[src/shared/tsq_pkg.sv]
// constants and types for the touch sense sequencer
package tsq_pkg;
  // ****************************************
  // register byte offsets
  // ****************************************
  localparam logic [4:0] ADDR_CTRL = 5'h00;
  localparam logic [4:0] ADDR_MODE = 5'h01;
  localparam logic [4:0] ADDR_TCR0 = 5'h02;
  localparam logic [4:0] ADDR_TCR1 = 5'h03;
  localparam logic [4:0] ADDR_TCR2 = 5'h04;
  localparam logic [4:0] ADDR_TCR3 = 5'h05;
  localparam logic [4:0] ADDR_CHAN = 5'h06;
  localparam logic [4:0] ADDR_SSTART = 5'h07;
  localparam logic [4:0] ADDR_RV0 = 5'h08;
  localparam logic [4:0] ADDR_RES1_LO = 5'h10;
  localparam logic [4:0] ADDR_RES1_HI = 5'h11;
  localparam logic [4:0] ADDR_PRIM_LO = 5'h12;
  localparam logic [4:0] ADDR_PRIM_HI = 5'h13;
  localparam logic [4:0] ADDR_STAT = 5'h14;
  localparam logic [4:0] ADDR_SEC = 5'h15;
  // ****************************************
  // field positions
  // ****************************************
  localparam int CTRL_START = 0;
  localparam int CTRL_SHORT = 1;
  localparam int CTRL_TRIG = 2;
  localparam int MODE_PRE = 0;
  localparam int MODE_RND = 1;
  localparam int MODE_CONST = 2;
  localparam int MODE_MJ = 4;
  localparam int TCR0_SKIP = 7;
  localparam int TCR1_DIS = 4;
  localparam int TCR2_SKIP = 3;
  localparam int TCR2_WAIT = 4;
  // ****************************************
  // reset values, trigger codes, timing
  // ****************************************
  localparam logic [7:0] REG_RST = 8'h00;
  localparam logic [1:0] TRIG_SW = 2'h0;
  localparam logic [1:0] TRIG_TMR = 2'h2;
  localparam logic [1:0] TRIG_EXT = 2'h3;
  localparam logic [7:0] MAIN_FIXED_CYC = 8'h10;
  // ****************************************
  // status counter states, in status order
  // ****************************************
  typedef enum logic [4:0] {
    ST_IDLE, ST_LOAD, ST_CHARGE, ST_INIT,
    ST_S1_LOW, ST_S1_DIS, ST_S1_SET, ST_S1_DUM,
    ST_S1_WAIT, ST_S1_MAIN, ST_S1_JUDGE, ST_S1_POST,
    ST_DUM12, ST_S2_LOW, ST_S2_DIS, ST_S2_SET,
    ST_S2_DUM, ST_S2_WAIT, ST_S2_MAIN, ST_S2_JUDGE,
    ST_S2_POST, ST_XFER, ST_GAP, ST_CHAN,
    ST_WAIT_XFER, ST_IRQ
  } tsq_state_type;
endpackage

[src/rtl/tsq_sequencer.sv]
// touch sense sequencer: status counter, counters, register port
//
// Overview of operation
// - status 0 idle, 1 loads settings
// - status 2 charges, then status 3
// - statuses 4/13 sense low, skippable
// - statuses 5/14 bias and sense low
// - statuses 6/15 settle, short switched on
// - dummy, then skippable pre-measure wait
// - statuses 9/18 sample, 10/19 judge
// - statuses 11/20 post period, short off
// - status 20 tests secondary for zero
// - status 21 requests data transfer
// - status 23 loops to next channel
// - status 24 waits transfer, 25 interrupts
// - pre enable gates pre into primary
// - pre uses single plain sample
// - random mode steps through sixteen values
// - majority field sets sample count
// - in random mode, fixed period is sixteen plus samples, sixteen alone at majority code 0
// - nine-bit primary, five-bit secondary counter
// - primary counts highs, secondary main only
// - capture result one and two
// - secondary counts down/up, capped at start
// - step change on low judgement(s)
// - results held in buffer registers
// - trigger field selects start source
//
// The register offsets and strobed register access were chosen for this implementation.
`timescale 1ns/1ps
`default_nettype none
module tsq_sequencer (
  // clock and reset
  input wire logic i_mclk,
  input wire logic i_rst_b,
  // register port
  input wire logic [4:0] i_addr,
  input wire logic [7:0] i_wdata,
  input wire logic i_wr,
  input wire logic i_rd,
  output logic [7:0] o_rdata,
  // start sources
  input wire logic i_timer_trig,
  input wire logic i_ext_trig,
  // electrode pins
  input wire logic i_sense_in,
  output logic o_sense_out,
  output logic o_sense_oe,
  output logic o_bias_out,
  output logic o_bias_oe,
  output logic o_charge_out,
  output logic o_charge_oe,
  output logic o_bc_short,
  // transfer and interrupt
  output logic o_xfer_req,
  input wire logic i_xfer_done,
  output logic o_irq,
  // status view
  output logic [4:0] o_status,
  output logic [2:0] o_channel
);
  // ****************************************
  // declarations
  // ****************************************
  tsq_pkg::tsq_state_type state_q; // status counter
  tsq_pkg::tsq_state_type state_d; // next status
  logic start_q; // start bit
  logic [7:0] ctrl_q; // control byte
  logic [7:0] mode_q; // mode byte
  logic [7:0] tcr_q [0:3]; // timing bytes
  logic [7:0] sh_tcr_q [0:3]; // loaded timing
  logic [7:0] sh_mode_q; // loaded mode
  logic [2:0] range_q; // last channel
  logic [4:0] sstart_q; // secondary start
  logic [7:0] rv_q [0:7]; // random stores
  logic [7:0] cnt_q; // period counter
  logic [2:0] chan_q; // current channel
  logic [8:0] prim_q; // primary counter
  logic [4:0] sec_q; // secondary counter
  logic [8:0] res1_q; // result one
  logic [8:0] res2_q; // result two
  logic step2_q; // in step two
  logic pre_hi_q; // pre sample
  logic [3:0] hi_cnt_q; // highs in window
  logic [3:0] rv_idx_q; // random index
  logic xfer_pend_q; // transfer open
  logic short_q; // bias-charge short
  logic ext_prev_q; // last ext level
  logic go; // start condition
  logic [3:0] rv_cur; // current value
  logic [3:0] n_samp; // samples per main
  logic [7:0] win_lo; // window start
  logic [7:0] win_hi; // window end
  logic [7:0] main_len; // main period
  logic is_main; // in main state
  logic is_judge; // in judge state
  logic in_win; // sampling now
  logic main_hi; // majority high
  logic pre_cnt; // pre counts high
  logic both_low; // step change
  logic [8:0] prim_nx; // primary next
  logic [2:0] mj; // majority code
  logic pre_en; // pre enabled
  logic rnd_en; // random enabled
  logic const_en; // fixed period
  logic sense_skip; // skip sense low
  logic wait_skip; // skip pre wait
  logic [7:0] lim_chg; // charge limit
  logic [7:0] lim_low; // sense low limit
  logic [7:0] lim_dis; // discharge limit
  logic [7:0] lim_set; // settle limit
  logic [7:0] lim_wait; // wait limit
  logic [7:0] lim_post; // post limit

  // ****************************************
  // decode of loaded settings
  // ****************************************
  assign mj = sh_mode_q[tsq_pkg::MODE_MJ +: 3];
  assign pre_en = sh_mode_q[tsq_pkg::MODE_PRE];
  assign rnd_en = sh_mode_q[tsq_pkg::MODE_RND];
  assign const_en = sh_mode_q[tsq_pkg::MODE_CONST];
  assign sense_skip = sh_tcr_q[0][tsq_pkg::TCR0_SKIP];
  assign wait_skip = sh_tcr_q[2][tsq_pkg::TCR2_SKIP];
  // each limit is field value, period is limit plus one
  assign lim_chg = {1'b0, sh_tcr_q[0][6:0]};
  assign lim_low = {4'h0, sh_tcr_q[1][3:0]};
  assign lim_dis = {6'h00, sh_tcr_q[1][tsq_pkg::TCR1_DIS +: 2]};
  assign lim_set = {5'h00, sh_tcr_q[2][2:0]};
  assign lim_wait = {4'h0, sh_tcr_q[2][tsq_pkg::TCR2_WAIT +: 4]};
  assign lim_post = {4'h0, sh_tcr_q[3][3:0]};

  // ****************************************
  // main measurement timing
  // ****************************************
  // pick nibble of the current random store
  assign rv_cur = rv_idx_q[0] ? rv_q[rv_idx_q[3:1]][7:4]
                              : rv_q[rv_idx_q[3:1]][3:0];
  assign n_samp = {mj, 1'b1};
  assign win_lo = rnd_en ? {4'h0, rv_cur} : 8'h00;
  assign win_hi = 8'(win_lo + {4'h0, n_samp});
  // fixed period hides the random offset inside sixteen cycles
  always_comb
  begin
    if (rnd_en && const_en)
    begin
      main_len = (mj != 3'h0)
        ? 8'(tsq_pkg::MAIN_FIXED_CYC + {4'h0, n_samp})
        : tsq_pkg::MAIN_FIXED_CYC;
    end
    else
    begin
      main_len = win_hi;
    end
  end
  assign is_main = (state_q == tsq_pkg::ST_S1_MAIN) ||
                   (state_q == tsq_pkg::ST_S2_MAIN);
  assign is_judge = (state_q == tsq_pkg::ST_S1_JUDGE) ||
                    (state_q == tsq_pkg::ST_S2_JUDGE);
  assign in_win = is_main && (cnt_q >= win_lo) && (cnt_q < win_hi);
  // high when more than half of the samples were high
  assign main_hi = hi_cnt_q > {1'b0, mj};
  assign pre_cnt = pre_en && pre_hi_q;
  assign both_low = !main_hi && (!pre_en || !pre_hi_q);
  assign prim_nx = 9'(prim_q + {8'h00, pre_cnt} +
                      {8'h00, main_hi});

  // ****************************************
  // start source selection
  // ****************************************
  always_comb
  begin
    case (ctrl_q[tsq_pkg::CTRL_TRIG +: 2])
      tsq_pkg::TRIG_SW: go = start_q;
      tsq_pkg::TRIG_TMR: go = start_q && i_timer_trig;
      tsq_pkg::TRIG_EXT: go = start_q && ext_prev_q &&
                              !i_ext_trig;
      default: go = 1'b0; // reserved code never starts
    endcase
  end

  // ****************************************
  // status counter next state
  // ****************************************
  always_comb
  begin
    state_d = state_q;
    case (state_q)
      tsq_pkg::ST_IDLE: if (go) state_d = tsq_pkg::ST_LOAD;
      tsq_pkg::ST_LOAD: state_d = tsq_pkg::ST_CHARGE;
      tsq_pkg::ST_CHARGE:
        if (cnt_q == lim_chg) state_d = tsq_pkg::ST_INIT;
      tsq_pkg::ST_INIT:
        state_d = sense_skip ? tsq_pkg::ST_S1_DIS
                             : tsq_pkg::ST_S1_LOW;
      tsq_pkg::ST_S1_LOW:
        if (cnt_q == lim_low) state_d = tsq_pkg::ST_S1_DIS;
      tsq_pkg::ST_S1_DIS:
        if (cnt_q == lim_dis) state_d = tsq_pkg::ST_S1_SET;
      tsq_pkg::ST_S1_SET:
        if (cnt_q == lim_set) state_d = tsq_pkg::ST_S1_DUM;
      tsq_pkg::ST_S1_DUM:
        state_d = wait_skip ? tsq_pkg::ST_S1_MAIN
                            : tsq_pkg::ST_S1_WAIT;
      tsq_pkg::ST_S1_WAIT:
        if (cnt_q == lim_wait) state_d = tsq_pkg::ST_S1_MAIN;
      tsq_pkg::ST_S1_MAIN:
        if (cnt_q == 8'(main_len - 8'h01))
          state_d = tsq_pkg::ST_S1_JUDGE;
      tsq_pkg::ST_S1_JUDGE: state_d = tsq_pkg::ST_S1_POST;
      tsq_pkg::ST_S1_POST:
        if (cnt_q == lim_post)
        begin
          // step two goes via the dummy, else repeat step one
          if (step2_q)
            state_d = tsq_pkg::ST_DUM12;
          else
            state_d = sense_skip ? tsq_pkg::ST_S1_DIS
                                 : tsq_pkg::ST_S1_LOW;
        end
      tsq_pkg::ST_DUM12:
        state_d = sense_skip ? tsq_pkg::ST_S2_DIS
                             : tsq_pkg::ST_S2_LOW;
      tsq_pkg::ST_S2_LOW:
        if (cnt_q == lim_low) state_d = tsq_pkg::ST_S2_DIS;
      tsq_pkg::ST_S2_DIS:
        if (cnt_q == lim_dis) state_d = tsq_pkg::ST_S2_SET;
      tsq_pkg::ST_S2_SET:
        if (cnt_q == lim_set) state_d = tsq_pkg::ST_S2_DUM;
      tsq_pkg::ST_S2_DUM:
        state_d = wait_skip ? tsq_pkg::ST_S2_MAIN
                            : tsq_pkg::ST_S2_WAIT;
      tsq_pkg::ST_S2_WAIT:
        if (cnt_q == lim_wait) state_d = tsq_pkg::ST_S2_MAIN;
      tsq_pkg::ST_S2_MAIN:
        if (cnt_q == 8'(main_len - 8'h01))
          state_d = tsq_pkg::ST_S2_JUDGE;
      tsq_pkg::ST_S2_JUDGE: state_d = tsq_pkg::ST_S2_POST;
      tsq_pkg::ST_S2_POST:
        if (cnt_q == lim_post)
        begin
          // only a zero secondary ends the channel
          if (sec_q == 5'h00)
            state_d = tsq_pkg::ST_XFER;
          else
            state_d = tsq_pkg::ST_S2_DIS;
        end
      tsq_pkg::ST_XFER: state_d = tsq_pkg::ST_GAP;
      tsq_pkg::ST_GAP: state_d = tsq_pkg::ST_CHAN;
      tsq_pkg::ST_CHAN:
        state_d = (chan_q != range_q) ? tsq_pkg::ST_LOAD
                                      : tsq_pkg::ST_WAIT_XFER;
      tsq_pkg::ST_WAIT_XFER:
        if (!xfer_pend_q) state_d = tsq_pkg::ST_IRQ;
      tsq_pkg::ST_IRQ: state_d = tsq_pkg::ST_IDLE;
      default: state_d = tsq_pkg::ST_IDLE;
    endcase
    // clearing the start bit stops the sequence at once
    if (!start_q) state_d = tsq_pkg::ST_IDLE;
  end

  // ****************************************
  // status register and period counter
  // ****************************************
  always_ff @(posedge i_mclk)
  begin
    if (!i_rst_b)
    begin
      state_q <= tsq_pkg::ST_IDLE;
      cnt_q <= 8'h00;
    end
    else
    begin
      state_q <= state_d;
      // period count restarts on every status change
      cnt_q <= (state_d != state_q) ? 8'h00 : 8'(cnt_q + 8'h01);
    end
  end

  // ****************************************
  // settings loaded at status 1
  // ****************************************
  always_ff @(posedge i_mclk)
  begin
    if (!i_rst_b)
    begin
      sh_mode_q <= tsq_pkg::REG_RST;
      sh_tcr_q <= '{default: tsq_pkg::REG_RST};
    end
    else if (state_q == tsq_pkg::ST_LOAD)
    begin
      sh_mode_q <= mode_q;
      sh_tcr_q <= tcr_q;
    end
  end

  // ****************************************
  // sampling of the sense pin
  // ****************************************
  always_ff @(posedge i_mclk)
  begin
    if (!i_rst_b)
    begin
      hi_cnt_q <= 4'h0;
      pre_hi_q <= 1'b0;
    end
    else
    begin
      // count highs inside the sample window
      if (is_main)
        hi_cnt_q <= 4'(hi_cnt_q + {3'h0, in_win && i_sense_in});
      else if (!is_judge)
        hi_cnt_q <= 4'h0;
      // pre takes one plain sample at the period start
      if (is_main && cnt_q == 8'h00)
        pre_hi_q <= i_sense_in;
    end
  end

  // ****************************************
  // primary and secondary counters, results
  // ****************************************
  always_ff @(posedge i_mclk)
  begin
    if (!i_rst_b)
    begin
      prim_q <= 9'h000;
      sec_q <= 5'h00;
      step2_q <= 1'b0;
      res1_q <= 9'h000;
      res2_q <= 9'h000;
    end
    else if (state_q == tsq_pkg::ST_LOAD)
    begin
      // fresh channel: counters and step start over
      prim_q <= 9'h000;
      sec_q <= 5'h00;
      step2_q <= 1'b0;
    end
    else if (state_q == tsq_pkg::ST_S1_JUDGE)
    begin
      prim_q <= prim_nx;
      if (both_low)
      begin
        step2_q <= 1'b1;
        res1_q <= prim_q;
        sec_q <= sstart_q;
      end
    end
    else if (state_q == tsq_pkg::ST_S2_JUDGE)
    begin
      prim_q <= prim_nx;
      // secondary follows main judgement only
      if (main_hi)
      begin
        if (sec_q != sstart_q) sec_q <= 5'(sec_q + 5'h01);
      end
      else if (sec_q != 5'h00)
      begin
        sec_q <= 5'(sec_q - 5'h01);
      end
    end
    else if (state_q == tsq_pkg::ST_S2_POST && sec_q == 5'h00)
    begin
      // primary is frozen after the zero was reached
      res2_q <= prim_q;
    end
  end

  // ****************************************
  // random index, channel, short switch
  // ****************************************
  always_ff @(posedge i_mclk)
  begin
    if (!i_rst_b)
    begin
      rv_idx_q <= 4'h0;
      chan_q <= 3'h0;
      short_q <= 1'b0;
    end
    else
    begin
      // one step per main measurement, wraps at sixteen
      if (is_judge && rnd_en)
        rv_idx_q <= 4'(rv_idx_q + 4'h1);
      if (state_q == tsq_pkg::ST_IDLE)
        chan_q <= 3'h0;
      else if (state_q == tsq_pkg::ST_CHAN && chan_q != range_q)
        chan_q <= 3'(chan_q + 3'h1);
      if ((state_q == tsq_pkg::ST_S1_SET ||
           state_q == tsq_pkg::ST_S2_SET) &&
          ctrl_q[tsq_pkg::CTRL_SHORT])
        short_q <= 1'b1;
      else if ((state_q == tsq_pkg::ST_S1_POST ||
                state_q == tsq_pkg::ST_S2_POST) &&
               ctrl_q[tsq_pkg::CTRL_SHORT])
        short_q <= 1'b0;
    end
  end

  // ****************************************
  // pin drive, registered from next status
  // ****************************************
  always_ff @(posedge i_mclk)
  begin
    if (!i_rst_b)
    begin
      o_charge_oe <= 1'b0;
      o_charge_out <= 1'b0;
      o_sense_oe <= 1'b0;
      o_sense_out <= 1'b0;
      o_bias_oe <= 1'b0;
      o_bias_out <= 1'b0;
    end
    else
    begin
      // all other statuses leave every pin floating
      o_charge_oe <= state_d == tsq_pkg::ST_CHARGE;
      o_charge_out <= state_d == tsq_pkg::ST_CHARGE;
      o_sense_oe <= state_d == tsq_pkg::ST_S1_LOW ||
                    state_d == tsq_pkg::ST_S2_LOW ||
                    state_d == tsq_pkg::ST_S1_DIS ||
                    state_d == tsq_pkg::ST_S2_DIS;
      o_sense_out <= 1'b0;
      o_bias_oe <= state_d == tsq_pkg::ST_S1_DIS ||
                   state_d == tsq_pkg::ST_S2_DIS;
      o_bias_out <= 1'b0;
    end
  end

  // ****************************************
  // transfer request, interrupt, status view
  // ****************************************
  always_ff @(posedge i_mclk)
  begin
    if (!i_rst_b)
    begin
      o_xfer_req <= 1'b0;
      xfer_pend_q <= 1'b0;
      o_irq <= 1'b0;
      o_status <= 5'h00;
      ext_prev_q <= 1'b0;
    end
    else
    begin
      o_xfer_req <= state_d == tsq_pkg::ST_XFER;
      // a new request wins over a done in the same cycle
      if (state_q == tsq_pkg::ST_XFER)
        xfer_pend_q <= 1'b1;
      else if (i_xfer_done)
        xfer_pend_q <= 1'b0;
      o_irq <= state_d == tsq_pkg::ST_IRQ;
      o_status <= 5'(state_d);
      ext_prev_q <= i_ext_trig;
    end
  end
  assign o_bc_short = short_q;
  assign o_channel = chan_q;

  // ****************************************
  // writable registers
  // ****************************************
  always_ff @(posedge i_mclk)
  begin
    if (!i_rst_b)
    begin
      start_q <= 1'b0;
      ctrl_q <= tsq_pkg::REG_RST;
      mode_q <= tsq_pkg::REG_RST;
      tcr_q <= '{default: tsq_pkg::REG_RST};
      range_q <= 3'h0;
      sstart_q <= 5'h00;
    end
    else
    begin
      // software write beats the end-of-run clear
      if (i_wr && i_addr == tsq_pkg::ADDR_CTRL)
        start_q <= i_wdata[tsq_pkg::CTRL_START];
      else if (state_q == tsq_pkg::ST_IRQ)
        start_q <= 1'b0;
      if (i_wr)
      begin
        case (i_addr)
          tsq_pkg::ADDR_CTRL: ctrl_q <= i_wdata;
          tsq_pkg::ADDR_MODE: mode_q <= i_wdata;
          tsq_pkg::ADDR_TCR0: tcr_q[0] <= i_wdata;
          tsq_pkg::ADDR_TCR1: tcr_q[1] <= i_wdata;
          tsq_pkg::ADDR_TCR2: tcr_q[2] <= i_wdata;
          tsq_pkg::ADDR_TCR3: tcr_q[3] <= i_wdata;
          tsq_pkg::ADDR_CHAN: range_q <= i_wdata[2:0];
          tsq_pkg::ADDR_SSTART: sstart_q <= i_wdata[4:0];
          default: ; // random stores are written below, other offsets hold no writable state
        endcase
      end
    end
  end

  // random stores, one byte each
  for (genvar g = 0; g < 8; g++)
  begin : g_rv
    always_ff @(posedge i_mclk)
    begin
      if (!i_rst_b)
        rv_q[g] <= tsq_pkg::REG_RST;
      else if (i_wr && i_addr == 5'(tsq_pkg::ADDR_RV0 + 5'(g)))
        rv_q[g] <= i_wdata;
    end
  end

  // ****************************************
  // read data, one cycle after the strobe
  // ****************************************
  always_ff @(posedge i_mclk)
  begin
    if (!i_rst_b)
      o_rdata <= 8'h00;
    else if (i_rd)
    begin
      if (i_addr[4:3] == 2'h1)
        o_rdata <= rv_q[i_addr[2:0]];
      else
      begin
        case (i_addr)
          tsq_pkg::ADDR_CTRL: o_rdata <= {ctrl_q[7:1], start_q};
          tsq_pkg::ADDR_MODE: o_rdata <= mode_q;
          tsq_pkg::ADDR_TCR0: o_rdata <= tcr_q[0];
          tsq_pkg::ADDR_TCR1: o_rdata <= tcr_q[1];
          tsq_pkg::ADDR_TCR2: o_rdata <= tcr_q[2];
          tsq_pkg::ADDR_TCR3: o_rdata <= tcr_q[3];
          tsq_pkg::ADDR_CHAN: o_rdata <= {5'h00, range_q};
          tsq_pkg::ADDR_SSTART: o_rdata <= {3'h0, sstart_q};
          tsq_pkg::ADDR_RES1_LO: o_rdata <= res1_q[7:0];
          tsq_pkg::ADDR_RES1_HI: o_rdata <= {7'h00, res1_q[8]};
          tsq_pkg::ADDR_PRIM_LO: o_rdata <= res2_q[7:0];
          tsq_pkg::ADDR_PRIM_HI: o_rdata <= {7'h00, res2_q[8]};
          tsq_pkg::ADDR_STAT: o_rdata <= {chan_q, 5'(state_q)};
          tsq_pkg::ADDR_SEC: o_rdata <= {3'h0, sec_q};
          default: o_rdata <= 8'h00; // unmapped reads zero
        endcase
      end
    end
    else
      o_rdata <= 8'h00;
  end
endmodule
`default_nettype wire

[config.mk]
export PLATFORM = sky130hd
export DESIGN_NAME = tsq_sequencer
export DESIGN_NICKNAME = d
export VERILOG_FILES = /design/src/shared/tsq_pkg.sv /design/src/rtl/tsq_sequencer.sv
export SDC_FILE = /design/constraint.sdc
export NUM_CORES = 1
export LEC_CHECK = 0
export BUFFER_PORTS_ARGS = -buffer_cell sky130_fd_sc_hd__buf_2
export CELL_PAD_IN_SITES_DETAIL_PLACEMENT = 0
export CELL_PAD_IN_SITES_GLOBAL_PLACEMENT = 2
export CORE_MARGIN = 1
export CORE_UTILIZATION = 26
export CTS_CLUSTER_DIAMETER = 30
export CTS_CLUSTER_SIZE = 24
export DETAILED_ROUTE_END_ITERATION = 12
export GPL_ROUTABILITY_DRIVEN = 0
export PLACE_DENSITY_LB_ADDON = 0.1
export SETUP_SLACK_MARGIN = 0.02
export SYNTH_ARGS = -nofsm -noshare
export SYNTH_HDL_FRONTEND = slang
export SYNTH_SLANG_ARGS = --single-unit
[constraint.sdc]
create_clock -name i_mclk -period 6 [get_ports i_mclk]
set_input_delay 0.6 -clock i_mclk [delete_from_list [all_inputs] [get_ports i_mclk]]
set_output_delay 0.6 -clock i_mclk [all_outputs]
set_load 0.01 [all_outputs]
; Yosys cells after proc, flatten, opt, wreduce, memory -nomap -nowiden
; Memories as Yosys holds them, arrays and structs flattened. A register that Yosys moved wholly into a read port is not among the register bits.
; Index checks and enable logic that the tools add are counted.
; Widths: inputs -> output; s select.
[totals]
register_bits = 164
mem_bits_rw = 64
inputBits = 21
out_inout_bits = 25
word_cells = 277
n_memories = 1
[classes]
add_sub_neg = 11
n_lt_le_gt_ge = 3
n_eq_ne = 69
muxes = 82
bitwise = 12
n_reduce_logical = 65
[mem_list]
columns = name, depth, width, read_ports, rd_ports_with_merged_regs, wr, line
row1 = rv_q, 8, 8, 2, 1, 8, tsq_sequencer.sv:75  ; logic [7:0] rv_q [0:7];
[ops]
columns = operator, count
row1 = $pmux 5 s25, 1
row2 = $mux 5, 24
row3 = $pmux 8 s14, 1
row4 = $eq 5x4->1 const B, 18
row5 = $eq 5x5->1 const B, 18
row6 = $mux 8, 9
row7 = $eq 5x3->1 const B, 10
row8 = $mux 1, 33
row9 = $eq 5x2->1 const B, 5
row10 = $eq 8x4->1, 3
row11 = $logic_and 1x1->1, 24
row12 = $mux 4, 5
row13 = $reduce_and 2->1, 10
row14 = $add 9x1->9, 2
row15 = $mux 9, 2
row16 = $logic_not 5->1, 3
row17 = $mux 6, 2
row18 = $eq 5x1->1 const B, 2
row19 = $ne 5x5->1, 2
row20 = $logic_or 1x1->1, 9
row21 = $add 8x1->8 const B, 1
row22 = $eq 8x2->1, 1
row23 = $eq 8x3->1, 1
row24 = $eq 8x7->1, 1
row25 = other kinds (31), 55

; Depth between registers and ports, before layout
; Gate-level depths: netlist of run 1.
[logic_depth]
depth_word = 13
mapped_depth = 24
mapped_depth_nobuf = 22

; Worst setup path before layout of run 1
; Ideal clock, no wire load.
[synth_timing]
path_kind = flip-flop to flip-flop
start = reg (tool-made name)
end = reg hi_cnt_q[2]
arrival_ps = 4862
required_time_ps = 5885
path_slack_ps = 1023
stages_incl_launch_ff = 24
path_buffers = 2
synth_period_minus_slack_ps = 4977
cell_sequence = dfxtp_1 -> buf_6 -> buf_1 -> mux4_2 -> mux2_2 -> o21ai_0 -> nand2b_1 -> inv_1 -> ha_1 -> nand2_1 -> or4_1 -> and4_1 -> or2_2 -> ha_1 -> o21a_1 -> o21ai_0 -> nand4_1 -> a21oi_1 -> ha_1 -> ha_1 -> nor2_1 -> o21ai_0 -> o21ai_0 -> and2_1
[synth_rtl]
columns = item, line
row1 = end signal: assignment, tsq_sequencer.sv:310  ; hi_cnt_q <= 4'(hi_cnt_q + {3'h0, in_win && i_sense_in});
row2 = end: declaration, tsq_sequencer.sv:84  ; logic [3:0] hi_cnt_q;

==> out/metrics.cfg, run 1 <==
[status]
status = completed

[clock_network]
clk_pin_slew_ns = 0.04
htree_levels = 3
cts_inserted_buffers = 74
hold_buffers = 0
insertion_delay_ns = 0.59
cts-root-buf = clkbuf_16
post_cts.repair.setup_buffers = 0
ctsResizeCount = 0
cts.sinks = 229
cts_tree = built
clk_path_buf_depth = 3

[critical_path]
arrival_ns = 5.87
crit_fanout = 13
slowest_stage = dfxtp_1
crit_path_start_kind = flip-flop
crit_buf_inv = 1
crit_type = reg2reg
cp_slowest_stage_delay_ns = 0.86
worstSetupEndpointType = flip-flop
crit_family = simple AND/OR/NAND/NOR gates
path_cells = mux4_2, mux2_2, o21ai_0, nand2b_1, inv_1, ha_1, nand2_1, or4_1, and4_1, or2_2, ha_1, o21a_1, o21ai_0, nand4_1, a21oi_1, ha_1, ha_1, nor2_1, o21ai_0, o21ai_0, and2_1
crit_required_ns = 6.47

[grt]
antenna_found_initial = 0
first_global_vias = 10202
grt_pass1_wl_um = 69000
grtUsageTotal = 0.189
grt_overflow = 0
grt_max_degree = 61

[logic_synthesis]
ys_warn_count = 0
synth.distinct_cells = 71
synth_cells = 1351
synthXorXnorAreaFrac = 0.0419
async_flop_share = 0
synthFlopType = dfxtp_1
yosys.area_share.simple = 0.233
synth_top_family_by_area = simple AND/OR/NAND/NOR gates
yosysTopAreaCellShare = 0.263
synthMuxAreaShare = 0.0869
synth_top_cell_by_area = dfxtp_1
synth_compound_area_frac = 0.153
syn_avg_cell_area_um2 = 9.28
synth_edf_count = 64
synth_seq_cells = 229
synth.top_cells.by_count = nand2_1 (196), dfxtp_1 (165), a21boi_0 (93), nand3_1 (89), and2_1 (83)
synthesis.area_um2 = 12500
synthTopCellsByArea = dfxtp_1 (26%), edfxtp_1 (15%), nand2_1 (5.9%)
synth_adder_area_share = 0.0307
synth_most_common_cell = nand2_1
yosysSeqAreaShare = 0.417

[power]
leakage_nw = 5.59
finalPower_mw = 5.86
peakVddDrop_mv = 0.158
p_per_area_nw_per_um2 = 369

[detailed_routing]
wire_per_inst_um = 21.9
ant_nets = 0
drc = 0
drt_iter0_markers = 749
wirelength_um = 45700
vias = 10312
viasPerCell = 4.95
dr.pass1.iters = 5

[placed_design]
dp_hpwl_um = 32100
io_buffers = 43
dp_slack_ns = 0.564

[die]
ios = 46
die_height_um = 222
rows = 80
floorplan.die_area_um2 = 49100
core_area_um2 = 47600
die_x_um = 222
initial_core_util = 0.263

[sta]
worst_slack_ns = 0.598
tightest_slew_ns = 1.19
setup_violations = 0
clock.fmax_mhz = 185
fin_crit_sh = 0.900
maxSlewViolCount = 0
finClkSkew_ns = 0.0174
setup_tns_ns = 0
rsz0062_at_grt = false
max-slew-margin-rel = 0.198
finalHoldViolations = 0
final.min_clock_period_ns = 5.40

[cells_and_area]
area_growth_pct = 26.5
drive_gt1_frac = 0.165
nets = 1458
utilization = 0.333

[job]
maxCapViolations = 0

[min_path]
hold_path_class = in2reg
min-delay-start = i_ext_trig

-- flip-flops by register name, indices dropped and copies added (netlist names), 8 cells and up, named ones only --
name	flops
cnt_q	8
mode_q	8
o_rdata	8
prim_q	9
res1_q	9
res2_q	9
rv_q	64
tcr_q	32
-- worst register-to-register path, stage by stage (launching register included) --
cell      delay, ns
dfxtp_1        0.86
mux4_2         0.60
mux2_2         0.27
o21ai_0        0.27
nand2b_1       0.18
inv_1          0.05
ha_1           0.33
nand2_1        0.11
or4_1          0.50
and4_1         0.27
or2_2          0.28
ha_1           0.27
o21a_1         0.10
o21ai_0        0.14
nand4_1        0.11
a21oi_1        0.16
ha_1           0.21
ha_1           0.17
nor2_1         0.05
o21ai_0        0.13
o21ai_0        0.09
and2_1         0.15
-- cells in the final DEF, fill, tap and decap left out, types with 17 or more instances in the layout --
cell	netlist	final
nand4_1	17	17
edfxtp_1	64	64
nand2_1	196	196
nor2b_1	42	42
ha_1	26	26
xnor2_1	44	44
nand2b_1	18	18
buf_4	5	31
a21oi_1	28	27
and2_1	83	83
mux2i_1	32	32
nor2_1	56	56
clkbuf_16	0	78
nand3_1	89	89
dfxtp_1	165	165
nor3_1	21	20
inv_1	22	22
buf_2	6	42
mux4_2	27	27
a21boi_0	93	93
o21ai_0	36	30
-- report_power, final --
part	switching (mW)	internal, mW
sequential	0.0504	1.64
clock	1.10	2.67
combinational	0.238	0.165
total	1.39	4.47
-- routing by layer --
layer,vias up,share of wire,GRT usage
li1,5012,-,-
met1,4993,0.49,0.273
met2,246,0.44,0.283
met3,61,0.049,0.0388
met4,0,0.017,0.0540
met5,-,0,0
-- final cells by class --
class                   count  area [um^2]
clock buffers             109         2230
well taps                 615          769
clock inverters            27          249
multi-input cells        1008         6860
repair buffers             73          443
flip-flops and latches    229         5230
inverters                  22         82.6
fillers                  4969        31800
diodes                      1         2.50
-- worst paths after layout --
path / to / cells after the start / slack (ns)
max: hi_cnt_q[2] / 21 / 0.60
min: ext_prev_q / 2 / 0.24
max reg2reg: hi_cnt_q[2] / 21 / 0.60
min reg2reg: ctrl_q[4] / 2 / 0.46
-- through the flow --
stage	hold slack (ns)	std cells	area [um^2]
2_1_floorplan	0.443	1352	12500
3_3_place_gp	0.451	1947	13400
3_5_place_dp	0.458	1947	13400
4_1_cts	0.203	2083	15900
5_1_grt	0.246	2083	15900
6_report	0.236	2084	15900
-- cell families after synthesis --
logic type	count (synthesis)
xor gates and xnor gates	60
DFF	229
buffers and inverters	115
and+or+nand+nor	578
AOI/OAI and AO/OA	267
adders and majority gates	29
other	1
muxes	72
No activity file was read; power rests on OpenSTA's default activity.
==> run 2, diff against run 1 <==
--- a/config.mk
+++ b/config.mk
@@ -9,7 +9,7 @@
 export CELL_PAD_IN_SITES_DETAIL_PLACEMENT = 0
 export CELL_PAD_IN_SITES_GLOBAL_PLACEMENT = 2
 export CORE_MARGIN = 1
-export CORE_UTILIZATION = 26
+export CORE_UTILIZATION = 35
 export CTS_CLUSTER_DIAMETER = 30
 export CTS_CLUSTER_SIZE = 24
 export DETAILED_ROUTE_END_ITERATION = 12
==> run 2 against run 1 <==
First-iteration DRC count is 13% higher. Combinational power hardly changed. Register-to-register slack worse by 0.02 ns. Maximum frequency fell by 0.33%. Critical path depth is 2 higher. Final cell count decreased by 8.3%. Utilization up 11 points. Non-clock buffer count rose by 1. Sequential share of layout area is 0.95 points higher. Clock skew rose by 0.00078 ns. Worst hold slack gained 0.058 ns. Critical endpoint unchanged. Highest routed layer unchanged.
==> out/metrics.cfg, run 2 (synthesized netlist as in run 1, its figures left out) <==
[status]
status = completed

[cells_and_area]
utilization = 0.442  ; +0.109
largest_registers = rv_q x64, tcr_q x32
fillCellCount = 3453  ; -31%
n_antenna_cell = 0  ; -1
drive_gt1_frac = 0.158  ; -0.00677
nets = 1452  ; -0.41%
multiInputGateArea_um2 = 6860  ; about the same
largest_reg_flops = 64  ; unchanged
seqCellArea_um2 = 5230  ; unchanged
final_area_um2 = 15400  ; -2.8%
top_register = rv_q
final_common_cell = nand2_1
area_growth_pct = 23.0
layout_common_cells = nand2_1 (196), dfxtp_1 (165), a21boi_0 (93)

[sta]
tightest_slew_ns = 0.969  ; -0.225 ns
finalHoldViolations = 0  ; unchanged
whs_ns = 0.295  ; +0.0583 ns
final.min_clock_period_ns = 5.42  ; +0.0181 ns
finClkSkew_ns = 0.0182  ; +0.000784 ns
clock.fmax_mhz = 185  ; -0.33%
setup_tns_ns = 0  ; unchanged
rsz0062_at_grt = false
maxSlewViolCount = 0  ; unchanged
max-slew-margin-rel = 0.345  ; +0.146
setup_violations = 0  ; unchanged
fin_crit_sh = 0.903  ; +0.00301

[critical_path]
crit_required_ns = 6.44  ; -0.03 ns
cp_slowest_stage_delay_ns = 0.73  ; -0.13 ns
crit_path_start_kind = flip-flop
path_cells = buf_4, mux4_2, mux2i_1, nand2_1, o21ai_0, nand2b_1, inv_1, ha_1, nand2_1, or4_1, and4_1, or2_2, ha_1, o21a_1, o21ai_0, nand4_1, a21oi_1, ha_1, ha_1, nor2_1, o21ai_0, o21ai_0, and2_1
crit_fanout = 12  ; -1
arrival_ns = 5.86  ; about the same
slowest_stage = dfxtp_1
crit_type = reg2reg
worstSetupEndpointType = flip-flop

[placed_design]
io_buffers = 43  ; unchanged
placed_area_um2 = 13200  ; -1.5%
dp_hpwl_um = 28600  ; -11%

[power]
switching_share = 0.236  ; -0.00148
seqPwrFrac = 0.303  ; +0.015
p_sw_mw = 1.31  ; -6.3%
p_clk_frac = 0.623  ; -0.020
power_frac_comb = 0.074  ; +0.005
p_per_area_nw_per_um2 = 359  ; -3.0%
peakVddDrop_mv = 0.200  ; +26%
leakage_nw = 5.46  ; -2.3%
power.internal_mw = 4.22  ; -5.5%

[grt]
grt_pass1_wl_um = 63200  ; -8.5%
grt_max_degree = 69  ; +13%
grt_overflow = 0  ; unchanged
first_global_vias = 10163  ; -0.38%
grtUsageTotal = 0.231  ; +0.0422
antenna_found_initial = 0  ; unchanged

[detailed_routing]
drt_iter0_markers = 845  ; +13%
wire_per_inst_um = 21.5  ; -1.8%
vias = 10306  ; -0.058%
dr.pass1.iters = 5  ; unchanged
viasPerCell = 5.40  ; +9.0%
ant_nets = 0  ; unchanged
drc = 0  ; unchanged
wirelength_um = 41100  ; -10%

[die]
floorplan.die_area_um2 = 36600  ; -26%
die_height_um = 191  ; -14%
rows = 68  ; -15%
ios = 46  ; unchanged
die_x_um = 191  ; -14%
core_area_um2 = 34900  ; -27%
initial_core_util = 0.359  ; +0.0963

[clock_network]
cts-root-buf = clkbuf_16
htree_levels = 3  ; unchanged
hold_buffers = 0  ; unchanged
cts_inserted_buffers = 67  ; -9.5%
cts_tree = built
clk_path_buf_depth = 3  ; unchanged
clk_pin_slew_ns = 0.04  ; about the same
post_cts.repair.setup_buffers = 0  ; unchanged
cts.sinks = 229  ; unchanged
ctsResizeCount = 0  ; unchanged
insertion_delay_ns = 0.56  ; -0.03 ns

[min_path]
hold_path_class = in2reg

[job]
maxCapViolations = 0  ; unchanged

run 2: cell count changes in the layout (fill, tap and decap cells not counted), moves of 2 or more:
| cell | delta |
|---|---|
| bufinv_16 | +2 |
| clkbuf_8 | -6 |
| o21ai_0 | +2 |
| clkbuf_16 | -9 |
| clkinvlp_4 | +2 |
| clkinv_2 | -2 |
| clkbuf_1 | -3 |
| o21ai_1 | -2 |
run 2: power groups by stage:
stage / clock, mW / sequential, mW / combinational [mW]
after detailed placement: 0 / 1.70 / 0.413
after floorplan: 0 / 1.68 / 0.284
final: 3.44 / 1.68 / 0.407
after CTS: 3.50 / 1.68 / 0.415
after global placement: 0 / 1.70 / 0.412
after global routing: 3.58 / 1.68 / 0.452
run 2: per-stage QoR:
stage | std cells | power [mW] | worst slack (ns)
4_1_cts | 1910 | 5.59 | 0.539
5_1_grt | 1910 | 5.71 | 0.126
6_report | 1910 | 5.53 | 0.580
2_1_floorplan | 1352 | 1.96 | 1.02
3_3_place_gp | 1788 | 2.12 | 0.691
3_5_place_dp | 1788 | 2.12 | 0.599
run 2: routing by layer:
metal,global-route usage,vias to the layer above,part of all wire
li1,-,4992,-
met1,0.325,4999,0.49
met2,0.358,247,0.45
met3,0.0397,68,0.040
met4,0.0745,0,0.022
met5,0,-,0
run 2: worst paths after layout:
kind / start / end / slack, ns / depth (start not counted)
worst max-delay path: flip-flop / hi_cnt_q[2] / 0.58 / 23
worst min register to register: ctrl_q[7] / ctrl_q[7] / 0.46 / 2
worst min-delay path: i_ext_trig / ext_prev_q / 0.29 / 2
worst max register to register: flip-flop / hi_cnt_q[2] / 0.58 / 23
run 2: layout make-up:
cell class / instances / share of cell area
clock buffer: 91 / 0.124
clock inverter: 31 / 0.0209
inverter: 22 / 0.00536
multi-input combinational: 1008 / 0.445
sequential: 229 / 0.339
tap: 455 / 0.0369
timing repair buffer: 74 / 0.0292
run 2: critical path: cells and delay by family, from the launching register on:
| kind | cells | cell delay (ns) |
|---|---|---|
| flip-flops | 1 | 0.73 |
| adder cells (fa/ha/maj) | 4 | 0.99 |
| buffers and inverters | 2 | 0.38 |
| AND/OR/NAND/NOR | 9 | 1.75 |
| AO/OA/AOI/OAI | 6 | 0.76 |
| multiplexers | 2 | 0.67 |
